### src/mac_fc_pkg.sv
// Purpose: shared constants for the MAC flow-control side-band block
// Assumes: 32-bit AXI4-Lite register access, 64-bit datapath per clock
// Notes:   all offsets, field positions and timing counts live here

package mac_fc_pkg;

	// ----------------------------------------------------------------
	// register map
	// ----------------------------------------------------------------
	localparam int          AXI_ADDR_W    = 4;           // byte address width
	localparam int          AXI_DATA_W    = 32;          // data width
	localparam logic [3:0]  ADDR_CTRL     = 4'h0;        // pause request control
	localparam logic [3:0]  ADDR_STATUS   = 4'h4;        // receive pause status
	localparam logic [1:0]  CTRL_RESET    = 2'h0;        // no request pending
	localparam int          CTRL_XON_BIT  = 0;           // xon request field
	localparam int          CTRL_XOFF_BIT = 1;           // xoff request field
	localparam logic [1:0]  RESP_OKAY     = 2'h0;        // normal answer
	localparam logic [1:0]  RESP_SLVERR   = 2'h2;        // unmapped address

	// ----------------------------------------------------------------
	// pause timing
	// ----------------------------------------------------------------
	localparam int          QUANTA_W        = 16;        // width of one quanta field
	localparam int          QUANTA_BITS     = 512;       // bit periods per quanta unit
	localparam int          BITS_PER_CYCLE  = 64;        // datapath bits per clock
	localparam int          CYCLES_PER_QUANTA = QUANTA_BITS / BITS_PER_CYCLE;
	localparam int          SUB_W           = $clog2(CYCLES_PER_QUANTA);
	localparam logic [SUB_W-1:0] SUB_LAST   = SUB_W'(CYCLES_PER_QUANTA - 1);
	localparam logic [SUB_W-1:0] SUB_ZERO   = SUB_W'(0);
	localparam logic [QUANTA_W-1:0] QUANTA_ZERO = QUANTA_W'(0);
	localparam logic [QUANTA_W-1:0] QUANTA_ONE  = QUANTA_W'(1);

endpackage

### src/pfc_pause_timer.sv
// Purpose: one receive priority pause timer, counting quanta in eight-cycle units
// Assumes: load and clear come from the same clock domain
// Notes:   pause output is registered and high while quanta remain

`timescale 1ns/1ps

module pfc_pause_timer
	import mac_fc_pkg::*;
(
	input  wire logic                i_clk,       // datapath clock
	input  wire logic                i_rst_n,     // async reset, active low
	input  wire logic                i_load,      // non-zero quanta received
	input  wire logic [QUANTA_W-1:0] i_load_val,  // quanta received
	input  wire logic                i_clear,     // zero quanta received
	output logic                     o_pause      // pause for this priority
);

	// ----------------------------------------------------------------
	// state
	// ----------------------------------------------------------------
	logic [QUANTA_W-1:0] quanta_q, quanta_d;  // quanta units left
	logic [SUB_W-1:0]    sub_q, sub_d;        // cycle within current unit
	logic                pause_q, pause_d;    // registered pause level

	// next-state: reload, clear, or count down
	always_comb
	begin
		quanta_d = quanta_q;
		sub_d    = sub_q;
		if (i_load)
		begin
			// fresh quanta restarts the whole timer
			quanta_d = i_load_val;
			sub_d    = SUB_ZERO;
		end
		else if (i_clear)
		begin
			// zero quanta ends the pause at once
			quanta_d = QUANTA_ZERO;
			sub_d    = SUB_ZERO;
		end
		else if (quanta_q != QUANTA_ZERO)
		begin
			// one unit lasts eight clocks
			if (sub_q == SUB_LAST)
			begin
				sub_d    = SUB_ZERO;
				quanta_d = quanta_q - QUANTA_ONE;
			end
			else
			begin
				sub_d = sub_q + SUB_W'(1);
			end
		end
		// expiry drops the pause without another frame
		pause_d = (quanta_d != QUANTA_ZERO);
	end

	// registers
	always_ff @(posedge i_clk or negedge i_rst_n)
	begin
		if (!i_rst_n)
		begin
			quanta_q <= QUANTA_ZERO;
			sub_q    <= SUB_ZERO;
			pause_q  <= 1'b0;
		end
		else
		begin
			quanta_q <= quanta_d;
			sub_q    <= sub_d;
			pause_q  <= pause_d;
		end
	end

	assign o_pause = pause_q;

	// ----------------------------------------------------------------
	// checks
	// ----------------------------------------------------------------
	timer_reload_a: assert property (@(posedge i_clk) disable iff (!i_rst_n)
		i_load |=> (quanta_q == $past(i_load_val)) && (sub_q == SUB_ZERO))
		else $error("timer did not reload");

	// a zero-quanta frame may legally cut the unit short, so only clear-free spans are checked
	one_unit_hold_a: assert property (@(posedge i_clk) disable iff (!i_rst_n)
		(i_load && i_load_val == QUANTA_ONE) ##1 (!i_clear)[*7] |=> o_pause)
		else $error("one quanta unit not held for eight cycles");

	expiry_drop_a: assert property (@(posedge i_clk) disable iff (!i_rst_n)
		(i_load && i_load_val == QUANTA_ONE) ##1 (!i_load && !i_clear)[*8] |=> !o_pause)
		else $error("pause not dropped at timer expiry");

endmodule

### src/mac_flow_ctrl.sv
// Purpose: flow-control side-band logic of a 10 Gb/s Ethernet MAC
// Assumes: user logic and parsed PFC frames share I_REF_CLK
// Notes:   AXI4-Lite slave holds the pause request control and pause status
//
// Contract
// pause request bit0 xon, bit1 xoff
// control register beats pause request input
// set pause bit on enabled non-zero quanta
// hold pause eight cycles per quanta unit
// enabled zero quanta clears pause bit immediately
// timer expiry clears pause bit
// pfc request bit 2k xon, 2k+1 xoff
// per-priority ports only with PFC enabled
// one quanta unit equals 512 bit times
// per-priority timer, reload, eight-cycle countdown

`timescale 1ns/1ps

module mac_flow_ctrl
	import mac_fc_pkg::*;
#(
	parameter int PRIO_N     = 8,  // enabled priority queues, 2..8
	parameter bit PFC_ENABLE = 1'b1 // priority-based flow control built in
)
(
	input  wire logic                       I_REF_CLK,                       // datapath clock
	input  wire logic                       I_NRST,                          // async reset, active low
	// axi4-lite slave
	input  wire logic [AXI_ADDR_W-1:0]      I_AWADDR,                        // write address
	input  wire logic                       I_AWVALID,                       // write address valid
	output logic                            O_AWREADY,                       // write address ready
	input  wire logic [AXI_DATA_W-1:0]      I_WDATA,                         // write data
	input  wire logic [3:0]                 I_WSTRB,                         // byte strobes
	input  wire logic                       I_WVALID,                        // write data valid
	output logic                            O_WREADY,                        // write data ready
	output logic [1:0]                      O_BRESP,                         // write response
	output logic                            O_BVALID,                        // write response valid
	input  wire logic                       I_BREADY,                        // write response ready
	input  wire logic [AXI_ADDR_W-1:0]      I_ARADDR,                        // read address
	input  wire logic                       I_ARVALID,                       // read address valid
	output logic                            O_ARREADY,                       // read address ready
	output logic [AXI_DATA_W-1:0]           O_RDATA,                         // read data
	output logic [1:0]                      O_RRESP,                         // read response
	output logic                            O_RVALID,                        // read data valid
	input  wire logic                       I_RREADY,                        // read data ready
	// user flow-control requests
	input  wire logic [1:0]                 I_PAUSE_FRAME_REQUEST_IN,        // bit0 xon, bit1 xoff
	input  wire logic [2*PRIO_N-1:0]        I_TX_PRIORITY_PAUSE_REQUEST_IN,  // per queue xon/xoff
	output logic [1:0]                      O_TX_PAUSE_GEN,                  // pause frame to send
	output logic [2*PRIO_N-1:0]             O_TX_PRIORITY_PAUSE_GEN,         // pfc request to send
	// parsed received PFC frame
	input  wire logic                       I_RX_PFC_VALID,                  // frame fields valid
	input  wire logic [PRIO_N-1:0]          I_RX_PFC_QUANTA_EN,              // quanta enable vector
	input  wire logic [QUANTA_W*PRIO_N-1:0] I_RX_PFC_QUANTA,                 // quanta field n at n*16
	output logic [PRIO_N-1:0]               O_RX_PRIORITY_PAUSE_OUT          // per priority pause
);

	// ----------------------------------------------------------------
	// axi write channel
	// ----------------------------------------------------------------
	logic                  aw_have_q, aw_have_d;  // address captured
	logic [AXI_ADDR_W-1:0] awaddr_q, awaddr_d;    // captured address
	logic                  w_have_q, w_have_d;    // data captured
	logic [1:0]            wdata_q, wdata_d;      // captured control bits
	logic                  wstrb0_q, wstrb0_d;    // low byte enabled
	logic                  bvalid_q, bvalid_d;    // response pending
	logic [1:0]            bresp_q, bresp_d;      // response code
	logic                  wr_ctrl;               // control register write

	// address and data taken in either order, answered once both held
	always_comb
	begin
		aw_have_d = aw_have_q;
		awaddr_d  = awaddr_q;
		w_have_d  = w_have_q;
		wdata_d   = wdata_q;
		wstrb0_d  = wstrb0_q;
		bvalid_d  = bvalid_q;
		bresp_d   = bresp_q;
		wr_ctrl   = 1'b0;
		if (I_AWVALID && O_AWREADY)
		begin
			aw_have_d = 1'b1;
			awaddr_d  = I_AWADDR;
		end
		if (I_WVALID && O_WREADY)
		begin
			w_have_d = 1'b1;
			wdata_d  = I_WDATA[1:0];
			wstrb0_d = I_WSTRB[0];
		end
		if (aw_have_q && w_have_q)
		begin
			// both halves present: commit and answer
			aw_have_d = 1'b0;
			w_have_d  = 1'b0;
			bvalid_d  = 1'b1;
			if (awaddr_q[AXI_ADDR_W-1:2] == ADDR_CTRL[AXI_ADDR_W-1:2])
			begin
				wr_ctrl = wstrb0_q;
				bresp_d = RESP_OKAY;
			end
			else if (awaddr_q[AXI_ADDR_W-1:2] == ADDR_STATUS[AXI_ADDR_W-1:2])
			begin
				bresp_d = RESP_OKAY;  // read-only, write ignored
			end
			else
			begin
				bresp_d = RESP_SLVERR;
			end
		end
		if (bvalid_q && I_BREADY)
		begin
			bvalid_d = 1'b0;
		end
	end

	// write channel registers
	always_ff @(posedge I_REF_CLK or negedge I_NRST)
	begin
		if (!I_NRST)
		begin
			aw_have_q <= 1'b0;
			awaddr_q  <= ADDR_CTRL;
			w_have_q  <= 1'b0;
			wdata_q   <= CTRL_RESET;
			wstrb0_q  <= 1'b0;
			bvalid_q  <= 1'b0;
			bresp_q   <= RESP_OKAY;
		end
		else
		begin
			aw_have_q <= aw_have_d;
			awaddr_q  <= awaddr_d;
			w_have_q  <= w_have_d;
			wdata_q   <= wdata_d;
			wstrb0_q  <= wstrb0_d;
			bvalid_q  <= bvalid_d;
			bresp_q   <= bresp_d;
		end
	end

	assign O_AWREADY = !aw_have_q && !bvalid_q;
	assign O_WREADY  = !w_have_q && !bvalid_q;
	assign O_BVALID  = bvalid_q;
	assign O_BRESP   = bresp_q;

	// ----------------------------------------------------------------
	// pause frame request arbitration
	// ----------------------------------------------------------------
	logic [1:0]            ctrl_q, ctrl_d;        // pending software request
	logic [1:0]            gen_q, gen_d;          // pause frame request out
	logic [2*PRIO_N-1:0]   pfc_gen_q, pfc_gen_d;  // pfc request out

	// software request is issued first, then clears itself
	always_comb
	begin
		ctrl_d = ctrl_q;
		if (ctrl_q != CTRL_RESET)
		begin
			gen_d  = ctrl_q;                // register wins
			ctrl_d = CTRL_RESET;
		end
		else
		begin
			gen_d = I_PAUSE_FRAME_REQUEST_IN; // xon bit0, xoff bit1
		end
		if (wr_ctrl)
		begin
			ctrl_d = wdata_q;               // new write wins over self-clear
		end
		// per queue xon at 2k, xoff at 2k+1
		pfc_gen_d = PFC_ENABLE ? I_TX_PRIORITY_PAUSE_REQUEST_IN : '0;
	end

	// arbitration registers
	always_ff @(posedge I_REF_CLK or negedge I_NRST)
	begin
		if (!I_NRST)
		begin
			ctrl_q    <= CTRL_RESET;
			gen_q     <= CTRL_RESET;
			pfc_gen_q <= '0;
		end
		else
		begin
			ctrl_q    <= ctrl_d;
			gen_q     <= gen_d;
			pfc_gen_q <= pfc_gen_d;
		end
	end

	assign O_TX_PAUSE_GEN          = gen_q;
	assign O_TX_PRIORITY_PAUSE_GEN = pfc_gen_q;

	// ----------------------------------------------------------------
	// receive per-priority pause timers
	// ----------------------------------------------------------------
	logic [PRIO_N-1:0] rx_pause;  // timer outputs

	generate
		if (PFC_ENABLE)
		begin : g_pfc
			for (genvar n = 0; n < PRIO_N; n++)
			begin : g_prio
				logic [QUANTA_W-1:0] field;  // quanta field n
				assign field = I_RX_PFC_QUANTA[n*QUANTA_W +: QUANTA_W];
				// enabled non-zero field loads, enabled zero clears
				pfc_pause_timer u_timer (
					.i_clk      (I_REF_CLK),
					.i_rst_n    (I_NRST),
					.i_load     (I_RX_PFC_VALID && I_RX_PFC_QUANTA_EN[n] && (field != QUANTA_ZERO)),
					.i_load_val (field),
					.i_clear    (I_RX_PFC_VALID && I_RX_PFC_QUANTA_EN[n] && (field == QUANTA_ZERO)),
					.o_pause    (rx_pause[n])
				);
			end
		end
		else
		begin : g_nopfc
			assign rx_pause = '0;  // feature absent, output held low
		end
	endgenerate

	assign O_RX_PRIORITY_PAUSE_OUT = rx_pause;

	// ----------------------------------------------------------------
	// axi read channel
	// ----------------------------------------------------------------
	logic                  rvalid_q, rvalid_d;  // read data pending
	logic [AXI_DATA_W-1:0] rdata_q, rdata_d;    // read data
	logic [1:0]            rresp_q, rresp_d;    // read response

	// one read at a time, answered the cycle after the address
	always_comb
	begin
		rvalid_d = rvalid_q;
		rdata_d  = rdata_q;
		rresp_d  = rresp_q;
		if (I_ARVALID && O_ARREADY)
		begin
			rvalid_d = 1'b1;
			rdata_d  = '0;
			rresp_d  = RESP_OKAY;
			if (I_ARADDR[AXI_ADDR_W-1:2] == ADDR_CTRL[AXI_ADDR_W-1:2])
			begin
				rdata_d[1:0] = ctrl_q;
			end
			else if (I_ARADDR[AXI_ADDR_W-1:2] == ADDR_STATUS[AXI_ADDR_W-1:2])
			begin
				rdata_d[PRIO_N-1:0] = rx_pause;
			end
			else
			begin
				rresp_d = RESP_SLVERR;
			end
		end
		else if (rvalid_q && I_RREADY)
		begin
			rvalid_d = 1'b0;
		end
	end

	// read channel registers
	always_ff @(posedge I_REF_CLK or negedge I_NRST)
	begin
		if (!I_NRST)
		begin
			rvalid_q <= 1'b0;
			rdata_q  <= '0;
			rresp_q  <= RESP_OKAY;
		end
		else
		begin
			rvalid_q <= rvalid_d;
			rdata_q  <= rdata_d;
			rresp_q  <= rresp_d;
		end
	end

	assign O_ARREADY = !rvalid_q;
	assign O_RVALID  = rvalid_q;
	assign O_RDATA   = rdata_q;
	assign O_RRESP   = rresp_q;

	// ----------------------------------------------------------------
	// checks
	// ----------------------------------------------------------------
	reg_priority_a: assert property (@(posedge I_REF_CLK) disable iff (!I_NRST)
		(ctrl_q != CTRL_RESET) |=> (O_TX_PAUSE_GEN == $past(ctrl_q)))
		else $error("register request lost to input");

	input_pass_a: assert property (@(posedge I_REF_CLK) disable iff (!I_NRST)
		(ctrl_q == CTRL_RESET) |=> (O_TX_PAUSE_GEN == $past(I_PAUSE_FRAME_REQUEST_IN)))
		else $error("pause request input not forwarded");

	pfc_pass_a: assert property (@(posedge I_REF_CLK) disable iff (!I_NRST)
		PFC_ENABLE |=> (O_TX_PRIORITY_PAUSE_GEN == $past(I_TX_PRIORITY_PAUSE_REQUEST_IN)))
		else $error("pfc request not forwarded");

	pfc_absent_a: assert property (@(posedge I_REF_CLK) disable iff (!I_NRST)
		!PFC_ENABLE |-> (O_RX_PRIORITY_PAUSE_OUT == '0) && (O_TX_PRIORITY_PAUSE_GEN == '0))
		else $error("pfc outputs active without pfc");

	rx_pause_set_a: assert property (@(posedge I_REF_CLK) disable iff (!I_NRST)
		(PFC_ENABLE && I_RX_PFC_VALID && I_RX_PFC_QUANTA_EN[0] && (I_RX_PFC_QUANTA[QUANTA_W-1:0] != QUANTA_ZERO))
		|=> O_RX_PRIORITY_PAUSE_OUT[0])
		else $error("pause bit not set on non-zero quanta");

	rx_pause_clr_a: assert property (@(posedge I_REF_CLK) disable iff (!I_NRST)
		(I_RX_PFC_VALID && I_RX_PFC_QUANTA_EN[0] && (I_RX_PFC_QUANTA[QUANTA_W-1:0] == QUANTA_ZERO))
		|=> !O_RX_PRIORITY_PAUSE_OUT[0])
		else $error("pause bit not cleared on zero quanta");

	write_answer_a: assert property (@(posedge I_REF_CLK) disable iff (!I_NRST)
		(aw_have_q && w_have_q) |=> O_BVALID)
		else $error("write not answered after both halves");

endmodule

### config.mk
export PLATFORM = sky130hd
export DESIGN_NAME = mac_flow_ctrl
export DESIGN_NICKNAME = d
export VERILOG_FILES = /design/src/mac_fc_pkg.sv /design/src/pfc_pause_timer.sv /design/src/mac_flow_ctrl.sv
export SDC_FILE = /design/constraint.sdc
export NUM_CORES = 1
export LEC_CHECK = 0
export BUFFER_PORTS_ARGS = -buffer_cell sky130_fd_sc_hd__buf_2
export CORE_MARGIN = 1
export CORE_UTILIZATION = 46
export CTS_BUF_LIST = sky130_fd_sc_hd__clkbuf_2
export DETAILED_ROUTE_END_ITERATION = 8
export PLACE_DENSITY_LB_ADDON = 0.1
export SYNTH_ARGS = -nofsm -noshare
export SYNTH_HDL_FRONTEND = slang
export SYNTH_HIERARCHICAL = 1
export SYNTH_SLANG_ARGS = --single-unit
### constraint.sdc
create_clock -name I_REF_CLK -period 2.1 [get_ports I_REF_CLK]
set_input_delay 0.315 -clock I_REF_CLK [delete_from_list [all_inputs] [get_ports I_REF_CLK]]
set_output_delay 0.315 -clock I_REF_CLK [all_outputs]
set_load 0.01 [all_outputs]
==> results of run 1 <==
[synth_stat cells (8+ instances only)]
cell type,instances
a211o_1,8
a21o_1,9
a21oi_1,44
a22o_1,30
a32oi_1,8
and3_1,10
and4_1,8
and4bb_2,8
buf_2,9
buf_4,34
clkbuf_1,23
dfrtp_1,199
ha_1,32
inv_1,20
mux2i_1,11
nand2_1,182
nand2b_4,9
nand4_1,32
nor2_1,43
nor2b_1,8
nor3_1,57
nor3_2,8
nor3b_1,8
nor4_1,56
nor4_2,26
nor4_4,11
o211ai_1,8
o21ai_0,29
o21ai_1,67
o21ai_2,8
o41ai_1,8
or2_2,8
or3_1,40
or3b_1,8
or4_1,8
xnor2_1,56
xor2_1,19
[state kept, by name, indices dropped and copies added, names as in the netlist, 2 cells and up]
name	count
wdata_q	2
O_TX_PAUSE_GEN	2
g_pfc.g_prio.u_timer/o_pause	8
g_pfc.g_prio.u_timer/sub_q	24
O_TX_PRIORITY_PAUSE_GEN	16
ctrl_q	2
g_pfc.g_prio.u_timer/quanta_q	128
awaddr_q	2
O_RDATA	8
[metal layers]
layer,share of wire,vias to the layer above,global-route usage
li1,-,6088,-
met1,0.43,6057,0.3698
met2,0.51,374,0.5200
met3,0.045,56,0.03595
met4,0.021,2,0.08791
met5,0.00026,-,0
[what timing repair did]
| action | CTS | global route |
|---|---|---|
| setup endpoints to repair | 21 | 61 |
| endpoints found under the hold margin | 345 | 6 |
| pin swaps | 47 | 70 |
| hold buffers | 154 | 4 |
| resized for setup | 45 | 114 |
| buffers inserted | 25 | 26 |
[power breakdown]
group / total, mW / switching [mW] / internal [mW]
combinational: 5.76 / 2.58 / 3.18
sequential: 5.23 / 0.639 / 4.59
clock: 1.62 / 1.31 / 0.318
[through the flow]
| stage | cells | TNS, ns |
|---|---|---|
| floorplan | 1233 | -1.203 |
| global placement | 2143 | -5.020 |
| detailed placement | 2143 | -5.468 |
| CTS | 2352 | -4.136 |
| global route | 2379 | -6.204 |
| finish | 2379 | -4.296 |
[logic make-up (layout without fill, tap and decap cells)]
logic type | Yosys count | count (layout)
AO/OA/AOI/OAI | 245 | 245
XOR/XNOR | 75 | 75
adder cells (fa/ha/maj) | 32 | 32
buffers and inverters | 88 | 902
flip-flops | 199 | 199
multiplexers | 18 | 18
other | 1 | 28
AND/OR/NAND/NOR | 550 | 550
[final cells by class]
| class | count | area [um2] | share of cell area |
|---|---|---|---|
| repair buffers | 850 | 6384 | 0.3312 |
| inverters | 20 | 75.07 | 0.003895 |
| multi-input cells | 946 | 7236 | 0.3754 |
| clock inverters | 12 | 81.33 | 0.004220 |
| flip-flops and latches | 199 | 4980 | 0.2584 |
| well taps | 330 | 412.9 | 0.02142 |
| diodes | 2 | 5.005 | 0.0002597 |
| clock buffers | 20 | 100.1 | 0.005193 |
[path summary, 6_finish.rpt]
path / startpoint / slack, ns / end / cells past startpoint
worst max-delay path: g_pfc.g_prio[1].u_timer/sub_q[1] / -0.39 / g_pfc.g_prio[1].u_timer/o_pause / 11
worst min-delay path: I_RX_PFC_QUANTA[124] / 0.11 / g_pfc.g_prio[7].u_timer/quanta_q[12] / 5
worst max register to register: g_pfc.g_prio[1].u_timer/sub_q[1] / -0.39 / g_pfc.g_prio[1].u_timer/o_pause / 11
worst min register to register: g_pfc.g_prio[5].u_timer/o_pause / 0.53 / O_RDATA[5] / 1
max in group asynchronous: I_NRST / 0.49 / g_pfc.g_prio[5].u_timer/quanta_q[2] / 4
min in group asynchronous: I_NRST / 0.56 / g_pfc.g_prio[7].u_timer/quanta_q[2] / 3
[worst reg2reg max path, stage by stage, from the launching register on]
cell,delay (ns)
dfrtp_1,0.43
ha_2,0.20
ha_4,0.13
or3b_4,0.38
nand2b_4,0.16
buf_6,0.12
nor3_4,0.16
xnor2_1,0.14
o21ai_1,0.12
nor4_1,0.33
buf_4,0.18
nand4_1,0.08
==> impl_results.md, run 1 <==
- Outcome: finished with violations
- Violated checks: negative setup slack
- Initial core utilization: 0.4676
- Final cycle utilization of the critical path: 1.185
- Post-route cell area: 0.01927 mm2
- Filler Cell Count: 1699
- Die area: 0.02609 mm2
- Fin Hold WS: 0.1080 ns
- CTS tree: built
- Largest net degree at the start of global routing: 44
- Crit path cell chain: ha_2 > ha_4 > or3b_4 > nand2b_4 > buf_6 > nor3_4 > xnor2_1 > o21ai_1 > nor4_1 > buf_4 > nand4_1
- Post-synth EDFFs: 0
- Die span in x: 161.5 um
- Seq/Total Area, Yosys: 0.4254
- Hpwl dp: ~26000 um
- Clock buffer depth: 2
- Crit-path max FO: 3
- Final core utilization: 0.7698
- Placed instance area: 0.01642 mm2
- DRT Wirelength: 38640 um
- Commonest cells after routing, fill and taps aside: buf_4, buf_2, dfrtp_1
- Vias: 12580
- Fraction of registers with async set/reset: 1.000
- Vias in the first global route: between 10000 and 15000
- Cell family with most CP delay: simple AND/OR/NAND/NOR gates
- Power Density: 654.1 mW/mm2
- DR WL/cell: 16.24 um
- Dominant cell type by area after synthesis: dfrtp_1
- Gr usage total: 0.2922
- Vias/cell: about 5.3
- Max-cap violations: 0
- Final Slew Violations: 0
- First-pass GRT wire length: slightly above 60000 um
- Leakage power: around 8.7 nW
- Syn Inst Count: 1208
- Post-route ant nets: 0
- Commonest non-fill, non-tap cell in the layout: buf_4
- Tmin final: between 2 and 2.5 ns
- Synth Area in Compound Gates: 0.1367
- Die height: 161.5 um
- Adder-cell share of the synthesized area: 0.03420
- Worst endpoint data arrival time: about 3.1 ns
- Required @ worst endpoint: 2.75 ns
- Worst path bufs/invs: 2
- Initial antenna violation count: 3
- Hold WC Path Type: in2reg
- Simple-gate share of the synthesized area: 0.2891
- Final Wtd Congestion: just under 0.9
- Total power: 12.61 mW
- Aggregate global routing overflow: 0
- Tightest Pin Transition: approximately 0.86 ns
- Max VDD drop: 394.8 uV
- Fmax: roughly 0.4 GHz
- Final Net Count: 2272
- Worst clock skew: a little under 0.07 ns
- Layout area overhead: 64.63%
- Initial drt markers: around 770
- Initial DRT Pass Iterations: 5
- Critical Path Max Stage Delay: 0.43 ns
- DR DRC count: 0
- CTS root buffer: clkbuf_2
- Synth cell types: 57
- Ys Warns: 6
- Avg Inst Size Synth: 9.692 um2
- Setup WS pre-CTS: -0.4929 ns
- Slew HR: 0.4269
- Row count: just under 60
- Final hold viol count: 0
- Reg clk slew, reported paths: 0.29 ns
- Ports: 273
- Worst skew pair latency: 0.76 ns
- XOR/XNOR Fraction of Synth Area: 0.05611
- # setup viols final: 18
- Post-Synthesis Cell Area: around 0.012 mm2
- RSZ-0062 raised after global routing: yes
- CP Launch Type: register
- CTS sink cnt: roughly 200
- Crit end category: register
- Port buffer count: 209
- Largest family of logic cells by synthesized area: simple AND/OR/NAND/NOR gates
- Layout cells sized above 1: 0.4700
- Core Area: 0.02504 mm2
- Slowest cell on crit path: dfrtp_1
- Htree depth: 4
- Area contributors post-synth: dfrtp_1, nand2_1, xnor2_1, ha_1, nor4_1
- Kind of critical path: reg2reg
- Seq cells post-synth: between 150 and 200
- Final worst setup slack: -0.3886 ns
- Portion of netlist area occupied by mux cells: 0.01710
- Top cell type's share of synthesized area: 0.4254
- Num CTS Buffers: 17
- Prevailing post-synth register cell: dfrtp_1
(Power assumes the default switching activity.)
==> run 2: changes to the inputs <==
- CORE_UTILIZATION: 46 -> 40
- clock period: 2.1 -> 3.1 ns (I/O delays scaled with it)
==> run 2 against run 1 <==
Against the previous run:
- the run now ends clean
- setup slack improved by 0.75 ns
- via count decreased by 16%
- sequential cell count unchanged
- first-iteration DRC count decreased by 11%
- count of clock-buffer cells in the layout decreased by 2
- non-clock buffer count decreased by 449
- core utilization decreased by 25 points
- sequential share of layout area increased by 7.2 points
==> impl_results.md, run 2 (synthesis gave the netlist of run 1 again) <==
- DR DRC count: 0 (unchanged)
- Worst clock skew: 0.06373 ns (-0.004692 ns)
- Hold Crit Start: I_ARADDR[2]
- Initial antenna violation count: 1 (-2)
- Finished Layout Cells: 1983 (-17%)
- Num CTS Buffers: 17 (unchanged)
- Post-cts sizing count: 0 (-100%)
- Outcome: completed
- Worst hold path depth: 3 (-2)
- R2R depth: 9 (-2)
- Row count: 62 (+6.9%)
- Largest net degree at the start of global routing: 76 (+73%)
- RSZ-0062 raised after global routing: no
- Tmin final: 2.743 ns (+0.2545 ns)
- Reg clk slew, reported paths: 0.27 ns (-0.02 ns)
- Ports: 273 (unchanged)
- Final Net Count: 1823 (-20%)
- Final Slew Violations: 0 (unchanged)
- Vias: 10550 (-16%)
- Tightest Pin Transition: 0.6634 ns (-0.1962 ns)
- Layout cells sized above 1: 0.2340 (-0.2359)
- RR Endpoint: g_pfc.g_prio[6].u_timer/o_pause
- Hold path endpoint: O_RDATA[0]
- Crit end category: register
- Reg2Reg Setup Slack: 0.36 ns (+0.75 ns)
- First-pass GRT wire length: 53980 um (-12%)
- Max VDD drop: 335.7 uV (-15%)
- Initial DRT Pass Iterations: 6 (+1)
- Initial drt markers: 678 (-11%)
- Final Wtd Congestion: 0.8256 (-5.2%)
- Htree depth: 4 (unchanged)
- Commonest non-fill, non-tap cell in the layout: buf_2
- Power Density: 484.4 mW/mm2 (-26%)
- Post-CTS Hold Buffers: 160 (+3.9%)
- Fmax: 0.3645 GHz (-9.3%)
- Max-cap violations: 0 (unchanged)
- CTS sink cnt: 199 (unchanged)
- Cell family with most CP delay: simple AND/OR/NAND/NOR gates
- Post-route ant nets: 0 (unchanged)
- Setup_tns: 0 ns (+4.296 ns)
- Leakage power: 6.393 nW (-27%)
- Commonest cells after routing, fill and taps aside: buf_2, dfrtp_1, nand2_1
- Die area: 0.02996 mm2 (+15%)
- Setup bufs post-CTS: 0 (-100%)
- R2r startpoint: g_pfc.g_prio[6].u_timer/quanta_q[0]
- Largest register FFs: 128 (unchanged)
- DR WL/cell: 16.64 um (+2.4%)
- Final core utilization: 0.5230 (-0.2469)
- Required @ worst endpoint: 3.76 ns (+1.01 ns)
- CP Launch Type: register
- Slew HR: 0.5573 (+0.1303)
- Inst Count DP: 1790 (-16%)
- DRT Wirelength: 33000 um (-15%)
- CTS root buffer: clkbuf_2
- Hpwl dp: 23860 um (-9.4%)
- Worst skew pair latency: 0.80 ns (+0.04 ns)
- Worst endpoint data arrival time: 3.40 ns (+0.26 ns)
- Port buffer count: 209 (unchanged)
- Hold WC Path Type: in2reg
- Die span in x: 173.1 um (+7.1%)
- Vias/cell: 5.319 (+0.62%)
- Total power: 7.291 mW (-42%)
- Crit-path max FO: 7 (+4)
- Kind of critical path: reg2reg
- Final cycle utilization of the critical path: 0.8849 (-0.3002)
- Critical Path Max Stage Delay: 0.48 ns (+0.05 ns)
- Final hold viol count: 0 (unchanged)
- Clock buffer depth: 2 (unchanged)
- Slowest cell on crit path: nor3b_1
- CTS tree: built
- Crit path cell chain: inv_1 > ha_1 > nor3b_1 > and4_1 > nor3_2 > xor2_1 > a221o_1 > nor4_2 > nand4_1
- Worst path bufs/invs: 1 (-1)
- Aggregate global routing overflow: 0 (unchanged)
- Largest register by flop count: g_pfc.g_prio.u_timer/quanta_q
- Gr usage total: 0.2237 (-0.06851)
- Core Area: 0.02878 mm2 (+15%)
- Initial core utilization: 0.4068 (-0.06083)
- Vias in the first global route: 10670 (-18%)
- # setup viols final: 0 (-18)
- Die height: 173.1 um (+7.1%)
- Layout area overhead: 28.56%
[run 2: how the worst max path moves through the flow]
stage	from	endpoint	slack, ns	cells after the start
2_1_floorplan	I_RX_PFC_QUANTA[10]	g_pfc.g_prio[0].u_timer/o_pause	0.73	10
3_3_place_gp	I_RX_PFC_QUANTA[73]	g_pfc.g_prio[4].u_timer/o_pause	0.38	11
3_5_place_dp	I_RX_PFC_QUANTA[73]	g_pfc.g_prio[4].u_timer/o_pause	0.35	11
4_1_cts	g_pfc.g_prio[6].u_timer/quanta_q[0]	g_pfc.g_prio[6].u_timer/o_pause	0.39	9
5_1_grt	g_pfc.g_prio[6].u_timer/quanta_q[0]	g_pfc.g_prio[6].u_timer/o_pause	0.14	9
6_report	g_pfc.g_prio[6].u_timer/quanta_q[0]	g_pfc.g_prio[6].u_timer/o_pause	0.36	9
[run 2: final cells by class]
cell class,instances,area (um2)
timing repair buffer,401,2923
clock buffer,18,90.09
inverter,20,75.07
antenna,1,2.502
multi-input combinational,946,6340
clock inverter,14,160.2
tap,384,480.5
fill,2628,13730
sequential,199,4980
[run 2: where the power goes]
group	switching [mW]	total (mW)	internal, mW
registers	0.522	3.63	3.11
clock network	0.943	1.34	0.400
logic	1.19	2.32	1.13
total	2.65	7.29	4.64
[run 2: per-layer routing]
layer / wire length (um) / GRT usage / up-vias
li1: - / - / 5175
met1: 15760 / 0.3085 / 5100
met2: 15570 / 0.3681 / 250
met3: 1272 / 0.03980 / 23
met4: 394 / 0.04572 / 0
met5: 0 / 0 / -
[run 2: per-stage QoR]
step | instance area, um2 | setup WS (ns) | hold WS [ns]
finish | 15050 | 0.3568 | 0.1074
global route | 15050 | 0.1442 | 0.02723
CTS | 15050 | 0.3907 | 0.01068
detailed placement | 13200 | 0.3505 | 0.4799
global placement | 13200 | 0.3778 | 0.4663
floorplan | 11800 | 0.7269 | 0.1694
[run 2: worst register-to-register path: stages, from the launching register on]
cell     delay [ns]
dfrtp_1        0.44
inv_1          0.11
ha_1           0.20
nor3b_1        0.48
and4_1         0.45
nor3_2         0.07
xor2_1         0.17
a221o_1        0.34
nor4_2         0.22
nand4_1        0.16
